<file path="src/hw/dwpc_pkg.sv">
/*
 * Constants, command codes and playback states for the display window and
 * playback command handler.
 * Assumes a host that writes five command words and then pulses execute.
 */
package dwpc_pkg;
    // Register indices on the plain port
    localparam logic [3:0]  REG_CMD       = 4'h0;
    localparam logic [3:0]  REG_ARG1      = 4'h1;
    localparam logic [3:0]  REG_ARG2      = 4'h2;
    localparam logic [3:0]  REG_ARG3      = 4'h3;
    localparam logic [3:0]  REG_ARG4      = 4'h4;
    localparam logic [3:0]  REG_EXEC      = 4'h5;
    localparam logic [3:0]  REG_STATUS    = 4'h6;
    localparam logic [3:0]  REG_WIN_X     = 4'h7;
    localparam logic [3:0]  REG_WIN_Y     = 4'h8;
    localparam logic [3:0]  REG_WIN_W     = 4'h9;
    localparam logic [3:0]  REG_WIN_H     = 4'ha;
    localparam logic [3:0]  REG_SPEED     = 4'hb;
    // Command codes
    localparam logic [15:0] CMD_FORMAT    = 16'h0105;
    localparam logic [15:0] CMD_WINDOW    = 16'h0406;
    localparam logic [15:0] CMD_STEP      = 16'h000b;
    localparam logic [15:0] CMD_SLOW      = 16'h0109;
    // Format values
    localparam logic [2:0]  FMT_50HZ      = 3'h3;
    localparam logic [2:0]  FMT_60HZ      = 3'h4;
    // Speed limits and reset values
    localparam logic [3:0]  SPEED_MIN     = 4'h2;
    localparam logic [3:0]  SPEED_MAX     = 4'h8;
    localparam logic [3:0]  SPEED_RST     = 4'h2;
    localparam logic [14:0] WIN_ARG_RST   = 15'h0000;
    localparam logic [4:0]  FLD_HOLD_RST  = 5'h00;
    // Decoded picture count needed from quiescent before unblanking
    localparam logic [1:0]  STEP_FROM_IDLE = 2'h2;

    typedef enum logic [2:0] {
        DWPC_IDLE, DWPC_SETUP, DWPC_PLAY, DWPC_STEP,
        DWPC_FROZEN, DWPC_HELD, DWPC_SLOW
    } dwpc_state_e;
endpackage

</file>
<file path="src/hw/dwpc_top.sv">
/*
 * Command interpreter for output format, window placement, single picture
 * stepping and reduced rate playback.
 * Assumes the decode engine reports finished pictures with a one-cycle pulse
 * and that sync pins are asynchronous to clk_in.
 */
`timescale 1ns/10ps
`default_nettype none
module dwpc_top
    import dwpc_pkg::*;
(
    // Clock and reset
    input  wire logic        clk_in,
    input  wire logic        rst_in,
    // Register port
    input  wire logic [3:0]  addr_in,
    input  wire logic [15:0] wdata_in,
    input  wire logic        wr_in,
    input  wire logic        rd_in,
    output logic      [15:0] rdata_out,
    // Display timing pins
    input  wire logic        vsync_n_in,
    // Decode engine side
    input  wire logic        pic_done_in,
    input  wire logic        seq_hdr_in,
    input  wire logic [14:0] seq_hsize_in,
    input  wire logic [14:0] seq_vsize_in,
    input  wire logic        av_sync_go_in,
    output logic             decode_go_out,
    output logic             post_pic_out,
    output logic             unblank_out,
    output logic             av_sync_en_out,
    // Display side
    output logic             field_60hz_out,
    output logic      [14:0] win_x_out,
    output logic      [14:0] win_y_out,
    output logic      [14:0] win_w_out,
    output logic      [14:0] win_h_out,
    output logic      [3:0]  speed_out,
    output logic      [2:0]  state_out
);

    ////////////////////////////////////////////////////////////////////
    // Host command memory and execute strobe
    logic [15:0] cmd_ff;
    logic [15:0] arg_ff [1:4];
    logic        exec;

    // Words only stored here; nothing acts until execute
    always_ff @(posedge clk_in or posedge rst_in) begin
        if (rst_in) begin
            cmd_ff    <= 16'h0000;
            arg_ff[1] <= 16'h0000;
            arg_ff[2] <= 16'h0000;
            arg_ff[3] <= 16'h0000;
            arg_ff[4] <= 16'h0000;
        end else if (wr_in) begin
            if (addr_in == REG_CMD)
                cmd_ff <= wdata_in;
            if (addr_in >= REG_ARG1 && addr_in <= REG_ARG4)
                arg_ff[addr_in[2:0]] <= wdata_in;
        end
    end

    assign exec = wr_in && addr_in == REG_EXEC;

    // Command decode, valid only in the execute cycle
    logic is_fmt, is_win, is_step, is_slow;
    assign is_fmt  = exec && cmd_ff == CMD_FORMAT;
    assign is_win  = exec && cmd_ff == CMD_WINDOW;
    assign is_step = exec && cmd_ff == CMD_STEP;
    assign is_slow = exec && cmd_ff == CMD_SLOW;

    ////////////////////////////////////////////////////////////////////
    // Field sync synchroniser and active (falling) edge
    logic vs_meta_ff, vs_sync_ff, vs_prev_ff, vs_edge;

    always_ff @(posedge clk_in or posedge rst_in) begin
        if (rst_in) begin
            vs_meta_ff <= 1'b1;
            vs_sync_ff <= 1'b1;
            vs_prev_ff <= 1'b1;
        end else begin
            vs_meta_ff <= vsync_n_in;
            vs_sync_ff <= vs_meta_ff;
            vs_prev_ff <= vs_sync_ff;
        end
    end
    // Idle-high reset values, so no false edge right after reset
    assign vs_edge = vs_prev_ff && !vs_sync_ff;

    ////////////////////////////////////////////////////////////////////
    // Output format: field rate switches on execution
    logic fmt60_ff;
    always_ff @(posedge clk_in or posedge rst_in) begin
        if (rst_in)
            fmt60_ff <= 1'b1;
        else if (is_fmt && arg_ff[1][2:0] == FMT_60HZ)
            fmt60_ff <= 1'b1;
        else if (is_fmt && arg_ff[1][2:0] == FMT_50HZ)
            fmt60_ff <= 1'b0;
    end
    assign field_60hz_out = fmt60_ff;

    ////////////////////////////////////////////////////////////////////
    // Window: staged arguments, applied at next field sync
    logic [14:0] pend_x_ff, pend_y_ff, pend_w_ff, pend_h_ff;
    logic        pend_auto_w_ff, pend_auto_h_ff, pend_ff;
    logic        auto_w_ff, auto_h_ff;
    logic [14:0] act_x_ff, act_y_ff, act_w_ff, act_h_ff;

    // Zero size selects the sequence size; width in display pixels is
    // twice the source width since each source pixel is doubled
    function automatic logic [14:0] full_w(input logic [14:0] hs);
        full_w = {hs[13:0], 1'b0};
    endfunction

    // Bit 15 of each word is ignored; only bits 14:0 are kept
    always_ff @(posedge clk_in or posedge rst_in) begin
        if (rst_in) begin
            pend_x_ff      <= WIN_ARG_RST;
            pend_y_ff      <= WIN_ARG_RST;
            pend_w_ff      <= WIN_ARG_RST;
            pend_h_ff      <= WIN_ARG_RST;
            pend_auto_w_ff <= 1'b1;
            pend_auto_h_ff <= 1'b1;
        end else if (is_win) begin
            pend_x_ff      <= arg_ff[1][14:0];
            pend_y_ff      <= arg_ff[2][14:0];
            pend_w_ff      <= arg_ff[3][14:0];
            pend_h_ff      <= arg_ff[4][14:0];
            pend_auto_w_ff <= arg_ff[3][14:0] == 15'h0000;
            pend_auto_h_ff <= arg_ff[4][14:0] == 15'h0000;
        end
    end

    // Pending flag: a new execution in the edge cycle stays pending
    always_ff @(posedge clk_in or posedge rst_in) begin
        if (rst_in)
            pend_ff <= 1'b0;
        else if (is_win)
            pend_ff <= 1'b1;
        else if (vs_edge)
            pend_ff <= 1'b0;
    end

    // Active window; auto sizes only refresh on window or sequence header,
    // never on a format change alone
    always_ff @(posedge clk_in or posedge rst_in) begin
        if (rst_in) begin
            act_x_ff  <= WIN_ARG_RST;
            act_y_ff  <= WIN_ARG_RST;
            act_w_ff  <= WIN_ARG_RST;
            act_h_ff  <= WIN_ARG_RST;
            auto_w_ff <= 1'b1;
            auto_h_ff <= 1'b1;
        end else if (pend_ff && vs_edge) begin
            act_x_ff  <= pend_x_ff;
            act_y_ff  <= pend_y_ff;
            auto_w_ff <= pend_auto_w_ff;
            auto_h_ff <= pend_auto_h_ff;
            act_w_ff  <= pend_auto_w_ff ? full_w(seq_hsize_in)
                                        : pend_w_ff;
            act_h_ff  <= pend_auto_h_ff ? seq_vsize_in
                                        : pend_h_ff;
        end else if (seq_hdr_in) begin
            if (auto_w_ff)
                act_w_ff <= full_w(seq_hsize_in);
            if (auto_h_ff)
                act_h_ff <= seq_vsize_in;
        end
    end

    assign win_x_out = act_x_ff;
    assign win_y_out = act_y_ff;
    assign win_w_out = act_w_ff;
    assign win_h_out = act_h_ff;

    ////////////////////////////////////////////////////////////////////
    // Speed divisor, refreshed on a slow command whose divisor lies from SPEED_MIN to SPEED_MAX
    logic [3:0] speed_ff;
    always_ff @(posedge clk_in or posedge rst_in) begin
        if (rst_in)
            speed_ff <= SPEED_RST;
        else if (is_slow && arg_ff[1][3:0] >= SPEED_MIN &&
                 arg_ff[1][3:0] <= SPEED_MAX)
            speed_ff <= arg_ff[1][3:0];
    end
    assign speed_out = speed_ff;

    ////////////////////////////////////////////////////////////////////
    // Playback state machine
    dwpc_state_e state_ff, nxt_state;
    logic        step_req_ff, slow_req_ff;
    logic [1:0]  step_cnt_ff;
    logic        from_idle_ff;
    logic [4:0]  hold_ff;
    logic        slow_tick;

    // Playback commands queue a target while setup runs
    always_ff @(posedge clk_in or posedge rst_in) begin
        if (rst_in) begin
            step_req_ff <= 1'b0;
            slow_req_ff <= 1'b0;
        end else begin
            if (is_step)
                step_req_ff <= 1'b1;
            else if (state_ff == DWPC_STEP || state_ff == DWPC_FROZEN)
                step_req_ff <= 1'b0;
            if (is_slow)
                slow_req_ff <= 1'b1;
            else if (state_ff == DWPC_SLOW)
                slow_req_ff <= 1'b0;
        end
    end

    // Field counter: each slow picture stays 2 x speed fields
    always_ff @(posedge clk_in or posedge rst_in) begin
        if (rst_in)
            hold_ff <= FLD_HOLD_RST;
        else if (state_ff != DWPC_SLOW)
            hold_ff <= FLD_HOLD_RST;
        else if (vs_edge)
            hold_ff <= slow_tick ? FLD_HOLD_RST : hold_ff + 5'h01;
    end
    assign slow_tick = vs_edge &&
                       hold_ff == 5'({speed_ff, 1'b0} - 5'h01);

    // Pictures decoded since leaving quiescent; two before unblank
    always_ff @(posedge clk_in or posedge rst_in) begin
        if (rst_in) begin
            step_cnt_ff  <= 2'h0;
            from_idle_ff <= 1'b0;
        end else if (state_ff == DWPC_IDLE && is_step) begin
            step_cnt_ff  <= 2'h0;
            from_idle_ff <= 1'b1;
        end else if (pic_done_in && step_cnt_ff != STEP_FROM_IDLE) begin
            step_cnt_ff  <= step_cnt_ff + 2'h1;
        end else if (state_ff == DWPC_HELD) begin
            from_idle_ff <= 1'b0;
        end
    end

    // Next playback state; the unused code is never entered
    always_comb begin
        nxt_state = state_ff;
        unique case (state_ff)
            DWPC_IDLE:
                if (is_step || is_slow)
                    nxt_state = DWPC_SETUP;
            DWPC_SETUP:
                nxt_state = DWPC_PLAY;
            DWPC_PLAY:
                if (step_req_ff && from_idle_ff)
                    nxt_state = pic_done_in ? DWPC_FROZEN : DWPC_PLAY;
                else if (step_req_ff)
                    nxt_state = DWPC_STEP;
                else if (slow_req_ff)
                    nxt_state = DWPC_SLOW;
            DWPC_STEP, DWPC_FROZEN:
                if (pic_done_in)
                    nxt_state = DWPC_HELD;
            DWPC_HELD:
                if (is_step)
                    nxt_state = DWPC_STEP;
                else if (is_slow)
                    nxt_state = DWPC_SLOW;
            DWPC_SLOW:
                if (is_step)
                    nxt_state = DWPC_STEP;
        endcase
    end

    // State register
    always_ff @(posedge clk_in or posedge rst_in) begin
        if (rst_in)
            state_ff <= DWPC_IDLE;
        else
            state_ff <= nxt_state;
    end

    ////////////////////////////////////////////////////////////////////
    // Decode control outputs, registered
    // Go follows the state a clock late, so it is still up in the cycle
    // a picture finishes; the engine must not take that as a new request
    logic go_ff, post_ff, unblank_ff, sync_en_ff;
    always_ff @(posedge clk_in or posedge rst_in) begin
        if (rst_in) begin
            go_ff      <= 1'b0;
            post_ff    <= 1'b0;
            unblank_ff <= 1'b0;
            sync_en_ff <= 1'b0;
        end else begin
            // Sync never paces stepping or slow decoding
            sync_en_ff <= state_ff == DWPC_PLAY && !step_req_ff &&
                          !slow_req_ff;
            unique case (state_ff)
                DWPC_PLAY:   go_ff <= from_idle_ff || av_sync_go_in ||
                                      !sync_en_ff;
                DWPC_STEP,
                DWPC_FROZEN: go_ff <= 1'b1;
                DWPC_SLOW:   go_ff <= slow_tick;
                default:     go_ff <= 1'b0;
            endcase
            post_ff <= pic_done_in && state_ff != DWPC_IDLE;
            if (state_ff == DWPC_IDLE)
                unblank_ff <= 1'b0;
            else if (step_cnt_ff == STEP_FROM_IDLE || !from_idle_ff)
                unblank_ff <= 1'b1;
        end
    end
    assign decode_go_out  = go_ff;
    assign post_pic_out   = post_ff;
    assign unblank_out    = unblank_ff;
    assign av_sync_en_out = sync_en_ff;
    assign state_out      = state_ff;

    ////////////////////////////////////////////////////////////////////
    // Read port: data one cycle after the strobe, unmapped reads zero
    always_ff @(posedge clk_in or posedge rst_in) begin
        if (rst_in)
            rdata_out <= 16'h0000;
        else if (rd_in) begin
            unique case (addr_in)
                REG_CMD:    rdata_out <= cmd_ff;
                REG_ARG1:   rdata_out <= arg_ff[1];
                REG_ARG2:   rdata_out <= arg_ff[2];
                REG_ARG3:   rdata_out <= arg_ff[3];
                REG_ARG4:   rdata_out <= arg_ff[4];
                REG_STATUS: rdata_out <= {9'h000, unblank_ff, pend_ff,
                                          fmt60_ff, 1'b0, state_ff};
                REG_WIN_X:  rdata_out <= {1'b0, act_x_ff};
                REG_WIN_Y:  rdata_out <= {1'b0, act_y_ff};
                REG_WIN_W:  rdata_out <= {1'b0, act_w_ff};
                REG_WIN_H:  rdata_out <= {1'b0, act_h_ff};
                REG_SPEED:  rdata_out <= {12'h000, speed_ff};
                default:    rdata_out <= 16'h0000;
            endcase
        end else
            rdata_out <= 16'h0000;
    end

endmodule
`default_nettype wire

</file>
<file path="config.mk">
export PLATFORM = sky130hd
export DESIGN_NAME = dwpc_top
export DESIGN_NICKNAME = d
export VERILOG_FILES = /design/src/hw/dwpc_pkg.sv /design/src/hw/dwpc_top.sv
export SDC_FILE = /design/constraint.sdc
export NUM_CORES = 1
export LEC_CHECK = 0
export ABC_AREA = 1
export BUFFER_PORTS_ARGS = -buffer_cell sky130_fd_sc_hd__buf_2
export CAP_MARGIN = 5
export CORE_ASPECT_RATIO = 0.9
export CORE_MARGIN = 3
export CORE_UTILIZATION = 58
export DETAILED_ROUTE_END_ITERATION = 10
export PLACE_DENSITY = 0.8
export SYNTH_ARGS = -nofsm -noshare
export SYNTH_HDL_FRONTEND = slang
export SYNTH_SLANG_ARGS = --single-unit
</file>
<file path="constraint.sdc">
create_clock -name clk_in -period 9.3 [get_ports clk_in]
set_input_delay 0.465 -clock clk_in [delete_from_list [all_inputs] [get_ports clk_in]]
set_output_delay 0.465 -clock clk_in [all_outputs]
set_load 0.01 [all_outputs]
</file>
# Word level (Yosys, flattened, before mapping)
# Cells that the tools add are included.
# word_totals
output_inout_bits,88
ff_bits,246
in_bits,58
wordCells,172
# op_classes
mux,42
order_cmp,6
add_sub_neg,3
bitwise,1
n_reduce_logical,53
eq_ne,33
# op_table
operator,count
one-hot mux 16 bit (11 select lines),1
two-way mux 15 bit,8
bitwise mux 64 bit,1
demux 16 bit (select 3 bit),1
== test 16 x 9 -> 1 bit (second input constant),2
two-way mux 16 bit,2
zero test 15 bit,2
two-way mux 3 bit,9
nonzero test 2 bit,11
logical AND 1 bit,20
one-hot mux 3 bit (6 select lines),1
== test 16 x 11 -> 1 bit (second input constant),1
== test 16 x 4 -> 1 bit (second input constant),1
== test 4 x 3 -> 1 bit (second input constant),4
== test 4 bit (second input constant),4
two-way mux 5 bit,3
two-way mux 1 bit,13
== test 3 bit (second input constant),4
!= test 2 bit (second input constant),5
AND reduction 2 bit,5
== test 3 x 2 -> 1 bit (second input constant),3
== test 4 x 2 -> 1 bit (second input constant),2
!= test 3 bit (second input constant),2
adder 5 x 1 -> 5 bit (second input constant),1
other kinds (23),32

# Longest topological paths before layout
# Gate-level depths: netlist of the first run.
# logic_depth
word_depth,6
ltp_mapped,11
depth_no_buf,11

# Least setup slack after synthesis of the first run
# OpenSTA, ideal clock, no wires.
# synth_timing
path_type,register to register
start,reg vs_prev_ff
end,reg act_w_ff[1] (netlist: win_w_out[1])
stages_incl_launch_ff,9
arrival_ns,1.492
setup_time_ns,0.126
synth_period_minus_slack_ns,1.618
slack_ns,7.682
n_path_buf,2
required_time_ns,9.174
path_cell_list,dfstp_2 -> inv_1 -> nor2_4 -> nand2_2 -> or2_1 -> clkbuf_1 -> clkbuf_1 -> o21ai_0 -> o22ai_1
# synth_via
elab_chain_len,4
elab_cells_between_ends,6
cone_classes,mux (1); reduce/logical (5)
# synth_lines
item,line_no,rtl
"start, declared",dwpc_top.sv:76,"logic vs_meta_ff, vs_sync_ff, vs_prev_ff, vs_edge;"
"start signal, assigned",dwpc_top.sv:86,vs_prev_ff <= vs_sync_ff;
logical AND 1 bit *,dwpc_top.sv:90,assign vs_edge = vs_prev_ff && !vs_sync_ff;
logical AND 1 bit *,dwpc_top.sv:157,end else if (pend_ff && vs_edge) begin
nonzero test 2 bit (no line),n/a,
AND reduction 2 bit (no line),n/a,
"end signal, assigned",dwpc_top.sv:162,act_w_ff <= pend_auto_w_ff ? full_w(seq_hsize_in)
"end signal, assigned",dwpc_top.sv:168,act_w_ff <= full_w(seq_hsize_in);
"end, declared",dwpc_top.sv:110,"logic [14:0] act_x_ff, act_y_ff, act_w_ff, act_h_ff;"
# Mark *: on every way between the ends. The rest lies on a longest branch, timed or not.
# A chain may end at the register's enable or synchronous reset.

# Final worst setup path of the first run
# layout_timing
start,reg vs_prev_ff
end,reg act_w_ff[12] (netlist: win_w_out[12])
# The elaborated chain is that of the path after synthesis.

==> results of run 1 <==
[cells in the final DEF, fill, tap and decap left out, drive strengths merged, types with 2 or more instances in the layout]
cell / count
o21a: 2
nand3: 28
nor3: 15
xnor2: 4
nor4: 7
o21ai: 229
o21bai: 2
o221ai: 8
o211ai: 4
o22ai: 33
xor2: 3
a21oi: 24
dfrtp: 237
nand4: 12
nand2: 346
buf: 147
clkbuf: 39
inv: 162
nor2: 91
clkinv: 9
or2: 2
ha: 3
dfstp: 9
[stage by stage]
step	total power (W)	worst slack (ns)	cells	util
6_report	0.00287	6.36	1661	0.695
5_1_grt	0.00301	6.12	1661	0.695
4_1_cts	0.00287	6.36	1661	0.695
3_5_place_dp	0.00186	6.41	1615	0.648
3_3_place_gp	0.00183	6.43	1615	0.648
2_1_floorplan	0.00165	2.09	1276	-
[cells by family (layout without fill, tap and decap cells)]
family          count (synthesis)  count (layout)
fa+ha+maj                       3               3
flops                         246             246
buf+inv                       213             358
xor+xnor                        7               7
compound gates                304             304
simple gates                  503             503
[power by group through the flow]
stage	Sequential [W]	Clock, W	Combinational [W]
floorplan	0.00136	0	0.000294
global placement	0.00135	0	0.000486
detailed placement	0.00135	0	0.000503
CTS	0.00134	0.00103	0.000508
global route	0.00136	0.00107	0.000581
finish	0.00134	0.00102	0.000511
[per-layer routing]
metal,part of all wire,global-route usage
met5,0,0
met4,0.021,0.0671
met3,0.12,0.0498
met2,0.44,0.428
met1,0.42,0.447
[critical path: stages (launching register included)]
cell,delay (ns)
dfstp_2,0.51
inv_1,0.05
nor2_4,0.15
nand2_2,0.46
inv_2,0.63
a21oi_2,0.19
inv_1,0.46
o21ai_0,0.18
o21ai_0,0.21
[layout make-up]
class / instances / area (um^2)
Sequential cell: 246 / 6170
Fill cell: 1415 / 5450
Multi-Input combinational cell: 817 / 3760
Clock buffer: 39 / 791
Timing Repair Buffer: 147 / 743
Inverter: 165 / 627
Tap cell: 240 / 300
Clock inverter: 7 / 60.1
[final timing paths]
kind                            slack [ns]       endpoint  cells past startpoint
worst max-delay path                  6.36  win_w_out[12]                      8
worst min register to register        0.36     vs_sync_ff                      0
max in group asynchronous             7.67   speed_out[0]                      3
worst max register to register        6.36  win_w_out[12]                      8
min in group asynchronous             0.09  win_h_out[10]                      2
worst min-delay path                  0.04     vs_meta_ff                      1
[cell usage after synthesis (2+ instances only)]
| master | count |
|---|---|
| o21ai_0 | 202 |
| a21oi_1 | 22 |
| dfrtp_1 | 237 |
| ha_1 | 3 |
| nand3_1 | 28 |
| buf_2 | 19 |
| o21a_1 | 2 |
| inv_2 | 6 |
| buf_1 | 2 |
| nor4_1 | 7 |
| nand2_2 | 4 |
| xor2_1 | 3 |
| o21bai_1 | 2 |
| nor2_1 | 85 |
| nor3_1 | 15 |
| xnor2_1 | 4 |
| o221ai_1 | 8 |
| o21ai_1 | 27 |
| clkbuf_1 | 25 |
| a21oi_2 | 2 |
| o211ai_1 | 4 |
| inv_1 | 156 |
| dfstp_2 | 9 |
| clkinv_1 | 3 |
| nor2_2 | 5 |
| o22ai_1 | 33 |
| nand4_1 | 12 |
| nand2_1 | 342 |
==> reports/summary.txt, run 1 <==
EDFF count, synth: 0
Fmax: 340 MHz
Fin crit period: 2.94 ns
Pre-antenna DRT Iters: 7
Distinct cells, synth: 37
Clock Tree Buf Depth: 3
Die area: 0.0202 mm^2
WL per Instance: 17.8 um
Max FFs per register: 64
Status: finished clean
Net Sw Frac: 0.300
Post-Route Setup TNS: 0 ns
Area contributors post-synth: dfrtp_1, nand2_1, o21ai_0, inv_1, nor2_1
Post-synthesis xor/xnor area fraction: 0.00570
Pleak: 6.39 nW
Combinational Power Share: 0.178
GRT overflow: 0
Clock network power share: 0.355
RSZ-0062 raised after global routing: false
Layout area overhead: 15.8%
Final-report setup violation count: 0
Total GRT Usage: 0.288
Mapped Area: 0.0107 mm^2
Setup CP Type: reg2reg
Inserted Diodes: 0
Worst Tran Pin Value: 1.08 ns
Design area: 0.0124 mm^2
Worst hold-check path type: in2reg
PD cells: 231 mW/mm^2
Fin. Hold Viols: 0
Port Buffers: 144
Clk_skew: 0.00588 ns
CP startpoint kind: flip-flop
Max_cap viols: 0
Part of the power in registers: 0.467
Total core area: 0.0179 mm^2
Initial Util: 0.601
DR iter-0 viols: 1152
CTS Buf Count: 26
Internal power: 0.00201 W
GP Congestion: 0.904
Layout cells sized above 1: 0.153
Clk slew on worst S/H paths: 0.06 ns
CTS tree: yes
Min Hold Slack: 0.0409 ns
DP Area: 0.0116 mm^2
Synth Area in Adders: 0.00349
NetSw: 0.000861 W
Ys flop type: dfrtp_1
Via density: 5.73
Syn Nets: 1337
Post_cts resized: 0
Compound-Gate Fraction of Synth Area: 0.151
Worst Path Max Fanout: 41
# rows: 46
Synth Area in Simple Gates: 0.189
WP data arrival: 3.37 ns
CP endpoint kind: flip-flop
CTS Sinks: 246
Largest net degree at the start of global routing: 117
Clock Tree Root: clkbuf_16
Initial antenna violation count: 0
Syn avg cell area: 8.42 um^2
Post-synthesis mux area share: 0
Clock latency on the worst-skew pair: 0.52 ns
Async set-reset flop share out of synthesis: 1.00
Syn Inst Count: 1276
Regs by FF count: arg_ff x64, cmd_ff x16, rdata_out x16
Max rail drop VDD: 133 uV
Worst setup startpoint: vs_prev_ff
DRC errors left: 0
Post-CTS Setup Inserts: 0
Hold path startpoint: vsync_n_in
Largest family of logic cells by synthesized area: simple AND/OR/NAND/NOR gates
Synth Warn #: 0
Final net count: 1464
Sequential element share of the synthesized area: 0.574
Slew Limit Fails: 0
Yosys top cell by area: dfrtp_1
CTS Hold Buffers Added: 0
Reg-to-reg critical path startpoint: vs_prev_ff
Post-route clock period utilization: 0.316
Relative slew margins: 0.280
Critical Path RT: 9.73 ns
Vias: 9515
Vias in the first global route: 8676
Post-synth top area share: 0.552
First-pass GRT wire length: 46100 um
DRT antenna net count: 0
Post-DP HPWL: 20500 um
Largest Register: arg_ff
Htree depth: 1
Die width: 150 um
Post-detailed-routing wire length: 29500 um
FF+latch count, synth: 246
Die Y: 135 um
# IOs: 146
(Power assumes the default switching activity.)
==> inputs of run 2 (changes only) <==
ABC_AREA = 0   (was 1)
CORE_UTILIZATION = 52   (was 58)
PLACE_DENSITY = 0.76   (was 0.8)
clock period = 2.4 ns   (was 9.3 ns; I/O delays follow)
==> run 2 against run 1 <==
  * Clock-buffer cell count unchanged
  * Clock skew increased by 0.0037 ns
  * Core utilization decreased by 3.2 points
  * Fmax increased by 29%
  * Die area increased by 12%
  * Critical endpoint is now pend_y_ff[2]
  * Highest routed layer unchanged
==> reports/summary.txt, run 2 <==
Status: finished clean
First-pass GRT wire length: 46700 um (+1.5%)
Clock Tree Buf Depth: 3 (unchanged)
Syn avg cell area: 13.2 um^2 (+56%)
Die width: 158 um (+5.9%)
Htree depth: 1 (unchanged)
Initial Util: 0.536 (-0.0641)
Yosys top cell by area: dfrtp_1
# IOs: 146 (unchanged)
Synth Area in Simple Gates: 0.0817 (-0.107)
Post-CTS Setup Inserts: 0 (unchanged)
DRT antenna net count: 0 (unchanged)
Final-report setup violation count: 0 (unchanged)
WP data arrival: 2.66 ns (-0.71 ns)
Post-synthesis xor/xnor area fraction: 0.00968 (+0.00398)
Relative slew margins: 0.457 (+0.177)
CP startpoint kind: flip-flop
Max rail drop VDD: 574 uV (+330%)
Min Hold Slack: 0.149 ns (+0.108 ns)
Vias: 8104 (-15%)
Total core area: 0.0202 mm^2 (+13%)
Layout area overhead: 23.6%
Leading cell type in the layout, fill and taps excluded: dfrtp_1
Regs by FF count: arg_ff x64, cmd_ff x16, rdata_out x16
GRT overflow: 0 (unchanged)
Vias in the first global route: 8194 (-5.6%)
Post-detailed-routing wire length: 30200 um (+2.4%)
Max_cap viols: 0 (unchanged)
Design area: 0.0134 mm^2 (+7.8%)
Total GRT Usage: 0.267 (-0.0207)
CP endpoint kind: flip-flop
Top-count cell post-synth: dfrtp_1
Commonest non-fill, non-tap cells in the layout: dfrtp_1, mux2_2, buf_2
Fin crit period: 2.27 ns (-0.667 ns)
Post-synthesis mux area share: 0.209 (+0.209)
Power, Total: 0.0112 W (+290%)
Port Buffers: 144 (unchanged)
Syn Inst Count: 824 (-35%)
Largest Register: arg_ff
Final Non-Filler Cells: 1316 (-21%)
Mapped Area: 0.0109 mm^2 (+0.97%)
Via density: 6.16 (+7.5%)
Worst Tran Pin Value: 0.813 ns (-0.264 ns)
Max FFs per register: 64 (unchanged)
Inst Count DP: 1221 (-24%)
Final net count: 1104 (-25%)
Dpl ws: 0.0884 ns (-6.32 ns)
GP Congestion: 0.931 (+3.0%)
Hold path startpoint: addr_in[1]
Pleak: 6.22 nW (-2.7%)
Worst Path Max Fanout: 40 (-2.4%)
Synth Area in Adders: 0.00346 (-0.0000334)
Compound-Gate Fraction of Synth Area: 0.101 (-0.0501)
Fmax: 440 MHz (+29%)
Largest net degree at the start of global routing: 103 (-12%)
Area contributors post-synth: dfrtp_1, mux2_2, mux2i_1, dfstp_2, a21oi_1
Synth Warn #: 0 (unchanged)
Clk_skew: 0.00958 ns (+0.00370 ns)
Clk slew on worst S/H paths: 0.06 ns (about the same)
Top post-synthesis cells by count: dfrtp_1, mux2_2, a21oi_1, nor2_1, mux2i_1
WL per Instance: 22.9 um (+29%)
Post-route clock period utilization: 0.947 (+0.631)
RSZ-0062 raised after global routing: false
Distinct cells, synth: 58 (+57%)
Sequential element share of the synthesized area: 0.568 (-0.00549)
EDFF count, synth: 0 (unchanged)
Reg-to-reg critical path startpoint: cmd_ff[12]
DR iter-0 viols: 821 (-29%)
FF+latch count, synth: 246 (unchanged)
Clock latency on the worst-skew pair: 0.52 ns (about the same)
Final setup margin: 0.128 ns (-6.23 ns)
Worst hold-check path type: in2reg
CTS Buf Count: 25 (-3.8%)
Async set-reset flop share out of synthesis: 1.00 (unchanged)
PD cells: 833 mW/mm^2 (+260%)
Post-synth top area share: 0.546 (-0.00528)
Slew Limit Fails: 0 (unchanged)
Fin. Hold Viols: 0 (unchanged)
Syn Nets: 885 (-34%)
Die area: 0.0226 mm^2 (+12%)
Clock Tree Root: clkbuf_16
DP Area: 0.0121 mm^2 (+4.1%)
DRC errors left: 0 (unchanged)
Setup CP Type: reg2reg
Inserted Diodes: 0 (unchanged)
Pre-antenna DRT Iters: 9 (+2)
CTS Sinks: 246 (unchanged)
Die Y: 143 um (+5.8%)
Ys flop type: dfrtp_1
Critical Path RT: 2.79 ns (-6.94 ns)
# rows: 49 (+6.5%)
Post-DP HPWL: 20800 um (+1.4%)
Worst setup startpoint: cmd_ff[12]
CTS tree: yes
Initial antenna violation count: 0 (unchanged)
Layout cells sized above 1: 0.394 (+0.241)
Largest family of logic cells by synthesized area: multiplexers
## run 2: cell count changes after synthesis, moves of 16 or more
| cell | previous run | this run |
|---|---|---|
| o21ai_1 | 27 | 0 |
| a22o_1 | 0 | 16 |
| nor2_1 | 85 | 40 |
| mux2i_1 | 0 | 32 |
| nand2_1 | 342 | 21 |
| a221oi_1 | 0 | 17 |
| a22oi_1 | 0 | 18 |
| inv_1 | 156 | 14 |
| nand3_1 | 28 | 3 |
| o21ai_0 | 202 | 5 |
| mux2_2 | 0 | 161 |
| o22ai_1 | 33 | 0 |
| a21oi_1 | 22 | 40 |
## run 2: logic make-up (layout without fill, tap and decap cells)
| group | count (synthesis) | after routing |
|---|---|---|
| AO/OA/AOI/OAI | 150 | 150 |
| buffers and inverters | 61 | 298 |
| multiplexers | 205 | 205 |
| AND/OR/NAND/NOR | 147 | 147 |
| flip-flops | 246 | 246 |
| XOR/XNOR | 12 | 12 |
| adder cells (fa/ha/maj) | 3 | 3 |
## run 2: report_power, final
| part | switching (W) | leakage (nW) | total, W | internal, W |
|---|---|---|---|---|
| sequential | 0.000732 | 3.16 | 0.00545 | 0.00472 |
| combinational | 0.000899 | 2.66 | 0.00175 | 0.000854 |
| clock | 0.00157 | 0.405 | 0.00397 | 0.00240 |
| total | 0.00320 | 6.22 | 0.0112 | 0.00797 |
## run 2: path summary, 6_finish.rpt
kind | to | slack [ns] | depth (start not counted)
setup / recovery | pend_y_ff[2] | 0.13 | 5
hold reg to reg | vs_sync_ff | 0.35 | 0
max in group asynchronous | rdata_out[6] | 1.38 | 4
setup reg to reg | pend_y_ff[2] | 0.13 | 5
hold / removal | rdata_out[2] | 0.15 | 4
min in group asynchronous | win_h_out[2] | 0.30 | 4
## run 2: final cells by class
cell class | count | area, um^2
multi-input cells | 517 | 4430
fillers | 1461 | 6820
clock inverters | 6 | 108
clock buffers | 39 | 728
well taps | 255 | 319
repair buffers | 239 | 1600
inverters | 14 | 56.3
flip-flops and latches | 246 | 6170
## run 2: stage by stage
stage / util / setup TNS (ns)
5_1_grt: 0.663 / 0
4_1_cts: 0.663 / 0
2_1_floorplan: - / -224.71
6_report: 0.663 / 0
3_3_place_gp: 0.597 / 0
3_5_place_dp: 0.597 / 0
## run 2: per-layer routing
layer | share of wire | track usage | vias up
met4 | 0.031 | 0.0747 | 0
met1 | 0.42 | 0.376 | 4109
met5 | 0 | 0 | -
met2 | 0.46 | 0.421 | 373
li1 | - | - | 3544
met3 | 0.090 | 0.0603 | 78
## run 2: worst max-delay path, stage by stage, from the launching register on
cell	delay (ns)
dfrtp_1	0.44
nor4_4	0.43
nand4b_4	0.17
nor4_4	0.43
buf_12	0.30
mux2_2	0.37
## run 2: timing repair
item / 4_1_cts / 5_1_grt
gates resized for setup: 0 / 1
setup endpoints to repair: 0 / 23
endpoints found under the hold margin: 289 / 0
hold buffers: 50 / 0
==> inputs of run 3 (changes only) <==
CORE_UTILIZATION = 40   (was 52)
PLACE_DENSITY = 0.68   (was 0.76)
==> run 3 against run 2 <==
  * Clock-buffer cell count down 1
  * Highest routed layer unchanged
  * Clock power up 3%
  * Combinational power about the same
  * Critical path depth unchanged
  * Core utilization down 15 points
  * Routed wire length up 3.4%
  * Total power up 0.91%
  * Worst setup slack worse by 0.020 ns
  * Largest cell class unchanged
  * Sequential power down 0.9%
==> reports/summary.txt, run 3 (synthesized netlist as in run 2, its figures left out) <==
Status: finished clean
CP startpoint kind: flip-flop
GP Congestion: 0.869 (-6.7%)
Fin. Hold Viols: 0 (unchanged)
Post-detailed-routing wire length: 31200 um (+3.4%)
Post-DP HPWL: 22100 um (+6.1%)
DR iter-0 viols: 626 (-24%)
Regs by FF count: arg_ff x64, cmd_ff x16, rdata_out x16
Initial Util: 0.412 (-0.124)
Fin crit period: 2.29 ns (+0.0204 ns)
Layout area overhead: 25.0%
Worst hold-check path type: in2reg
Via density: 5.66 (-8.1%)
Largest Register: arg_ff
Inst Count DP: 1314 (+7.6%)
Slew Limit Fails: 0 (unchanged)
Inserted Diodes: 0 (unchanged)
Worst Tran Pin Value: 0.717 ns (-0.0959 ns)
WL per Instance: 22.2 um (-3.3%)
Max stage delay on crit path: 0.50 ns (+0.06 ns)
CTS tree: yes
Die width: 180 um (+13%)
Final net count: 1103 (-0.091%)
Final-report setup violation count: 0 (unchanged)
PD cells: 831 mW/mm^2 (-0.27%)
CTS Sinks: 246 (unchanged)
CP most frequent cell: nor4_4
RSZ-0062 raised after global routing: false
Max_cap viols: 0 (unchanged)
Crit path cell chain: nor4_4 -> nand4b_4 -> nor4_4 -> buf_4 -> mux2_2
WP data arrival: 2.71 ns (+0.05 ns)
Min Hold Slack: 0.0525 ns (-0.0960 ns)
Critical Path RT: 2.82 ns (+0.03 ns)
Post_cts resized: 0 (unchanged)
Total core area: 0.0263 mm^2 (+30%)
First-pass GRT wire length: 47900 um (+2.5%)
CTS Buf Count: 25 (unchanged)
Leading cell type in the layout, fill and taps excluded: dfrtp_1
Post-Route Setup TNS: 0 ns (unchanged)
# rows: 56 (+14%)
Pleak: 6.24 nW (+0.35%)
Htree depth: 1 (unchanged)
Total GRT Usage: 0.208 (-0.0587)
Clock Tree Root: clkbuf_16
Post-route clock period utilization: 0.955 (+0.00849)
DRC errors left: 0 (unchanged)
Final Non-Filler Cells: 1407 (+6.9%)
Vias in the first global route: 7931 (-3.2%)
Max rail drop VDD: 473 uV (-18%)
Pre-antenna DRT Iters: 5 (-4)
Power, Total: 0.0113 W (+0.91%)
Initial antenna violation count: 0 (unchanged)
Clk slew on worst S/H paths: 0.06 ns (about the same)
DRT antenna net count: 0 (unchanged)
Die Y: 162 um (+13%)
Clk_skew: 0.00991 ns (+0.000329 ns)
Die area: 0.0291 mm^2 (+29%)
# IOs: 146 (unchanged)
Layout cells sized above 1: 0.397 (+0.00263)
Setup CP Type: reg2reg
Clock latency on the worst-skew pair: 0.53 ns (about the same)
CP endpoint kind: flip-flop
Slowest-stage cell, CP: nor4_4
Clock Tree Buf Depth: 3 (unchanged)
Commonest non-fill, non-tap cells in the layout: dfrtp_1, mux2_2, buf_2
Relative slew margins: 0.522 (+0.0652)
Largest net degree at the start of global routing: 95 (-7.8%)
Fmax: 436 MHz (-0.89%)
Max FFs per register: 64 (unchanged)
Vias: 7962 (-1.8%)
GRT overflow: 0 (unchanged)
Worst Path Max Fanout: 23 (-43%)
Port Buffers: 144 (unchanged)
run 3: cell types whose count changed in the layout (fill, tap and decap cells not counted), sizes merged:
| cell | delta |
|---|---|
| inv | +1 |
| dlygate4sd3 | -1 |
| clkbuf | -1 |
| clkinv | -1 |
run 3: repair_timing:
| item | in CTS | in global routing |
|---|---|---|
| endpoints found under the hold margin | 231 | 0 |
| buffers inserted | 0 | 0 |
| hold buffers | 49 | 0 |
run 3: stage by stage:
step | util | setup slack (ns) | instance area, um^2
after floorplan | - | -0.944 | 10900
after global placement | 0.464 | 0.195 | 12200
after detailed placement | 0.464 | 0.153 | 12200
after CTS | 0.515 | 0.138 | 13600
after global routing | 0.515 | 0.0373 | 13600
final | 0.515 | 0.108 | 13600
run 3: worst paths after layout:
| path | startpoint | cells past startpoint | endpoint | slack, ns |
|---|---|---|---|---|
| hold / removal | seq_hdr_in | 3 | win_w_out[0] | 0.05 |
| setup / recovery | cmd_ff[11] | 5 | pend_x_ff[13] | 0.11 |
| hold reg to reg | vs_meta_ff | 0 | vs_sync_ff | 0.36 |
| max in group asynchronous | rst_in | 4 | pend_auto_w_ff | 1.42 |
| min in group asynchronous | rst_in | 3 | pend_h_ff[12] | 0.13 |
| setup reg to reg | cmd_ff[11] | 5 | pend_x_ff[13] | 0.11 |
run 3: cell type report:
class / instances / area (um^2)
clock buffers: 38 / 744
clock inverters: 6 / 123
fillers: 2325 / 12800
inverters: 14 / 56.3
multi-input cells: 517 / 4430
flip-flops and latches: 246 / 6170
well taps: 348 / 435
repair buffers: 238 / 1610
run 3: power by group:
part / internal (W) / switching [W] / leakage, nW
combinational: 0.000863 / 0.000915 / 2.66
sequential: 0.00472 / 0.000686 / 3.16
clock: 0.00246 / 0.00163 / 0.422
run 3: layer usage:
| metal | GRT usage | routed length (um) | up-vias |
|---|---|---|---|
| li1 | - | - | 3542 |
| met1 | 0.308 | 14200 | 4071 |
| met2 | 0.328 | 14300 | 309 |
| met3 | 0.0343 | 2220 | 40 |
| met4 | 0.0415 | 536 | 0 |
| met5 | 0 | 0 | - |
run 3: worst max-delay path, delay by kind of cell (launching register included):
family,cells,cell delay (ns)
multiplexers,1,0.38
flip-flops,1,0.43
AND/OR/NAND/NOR,3,1.01
buffers and inverters,1,0.36
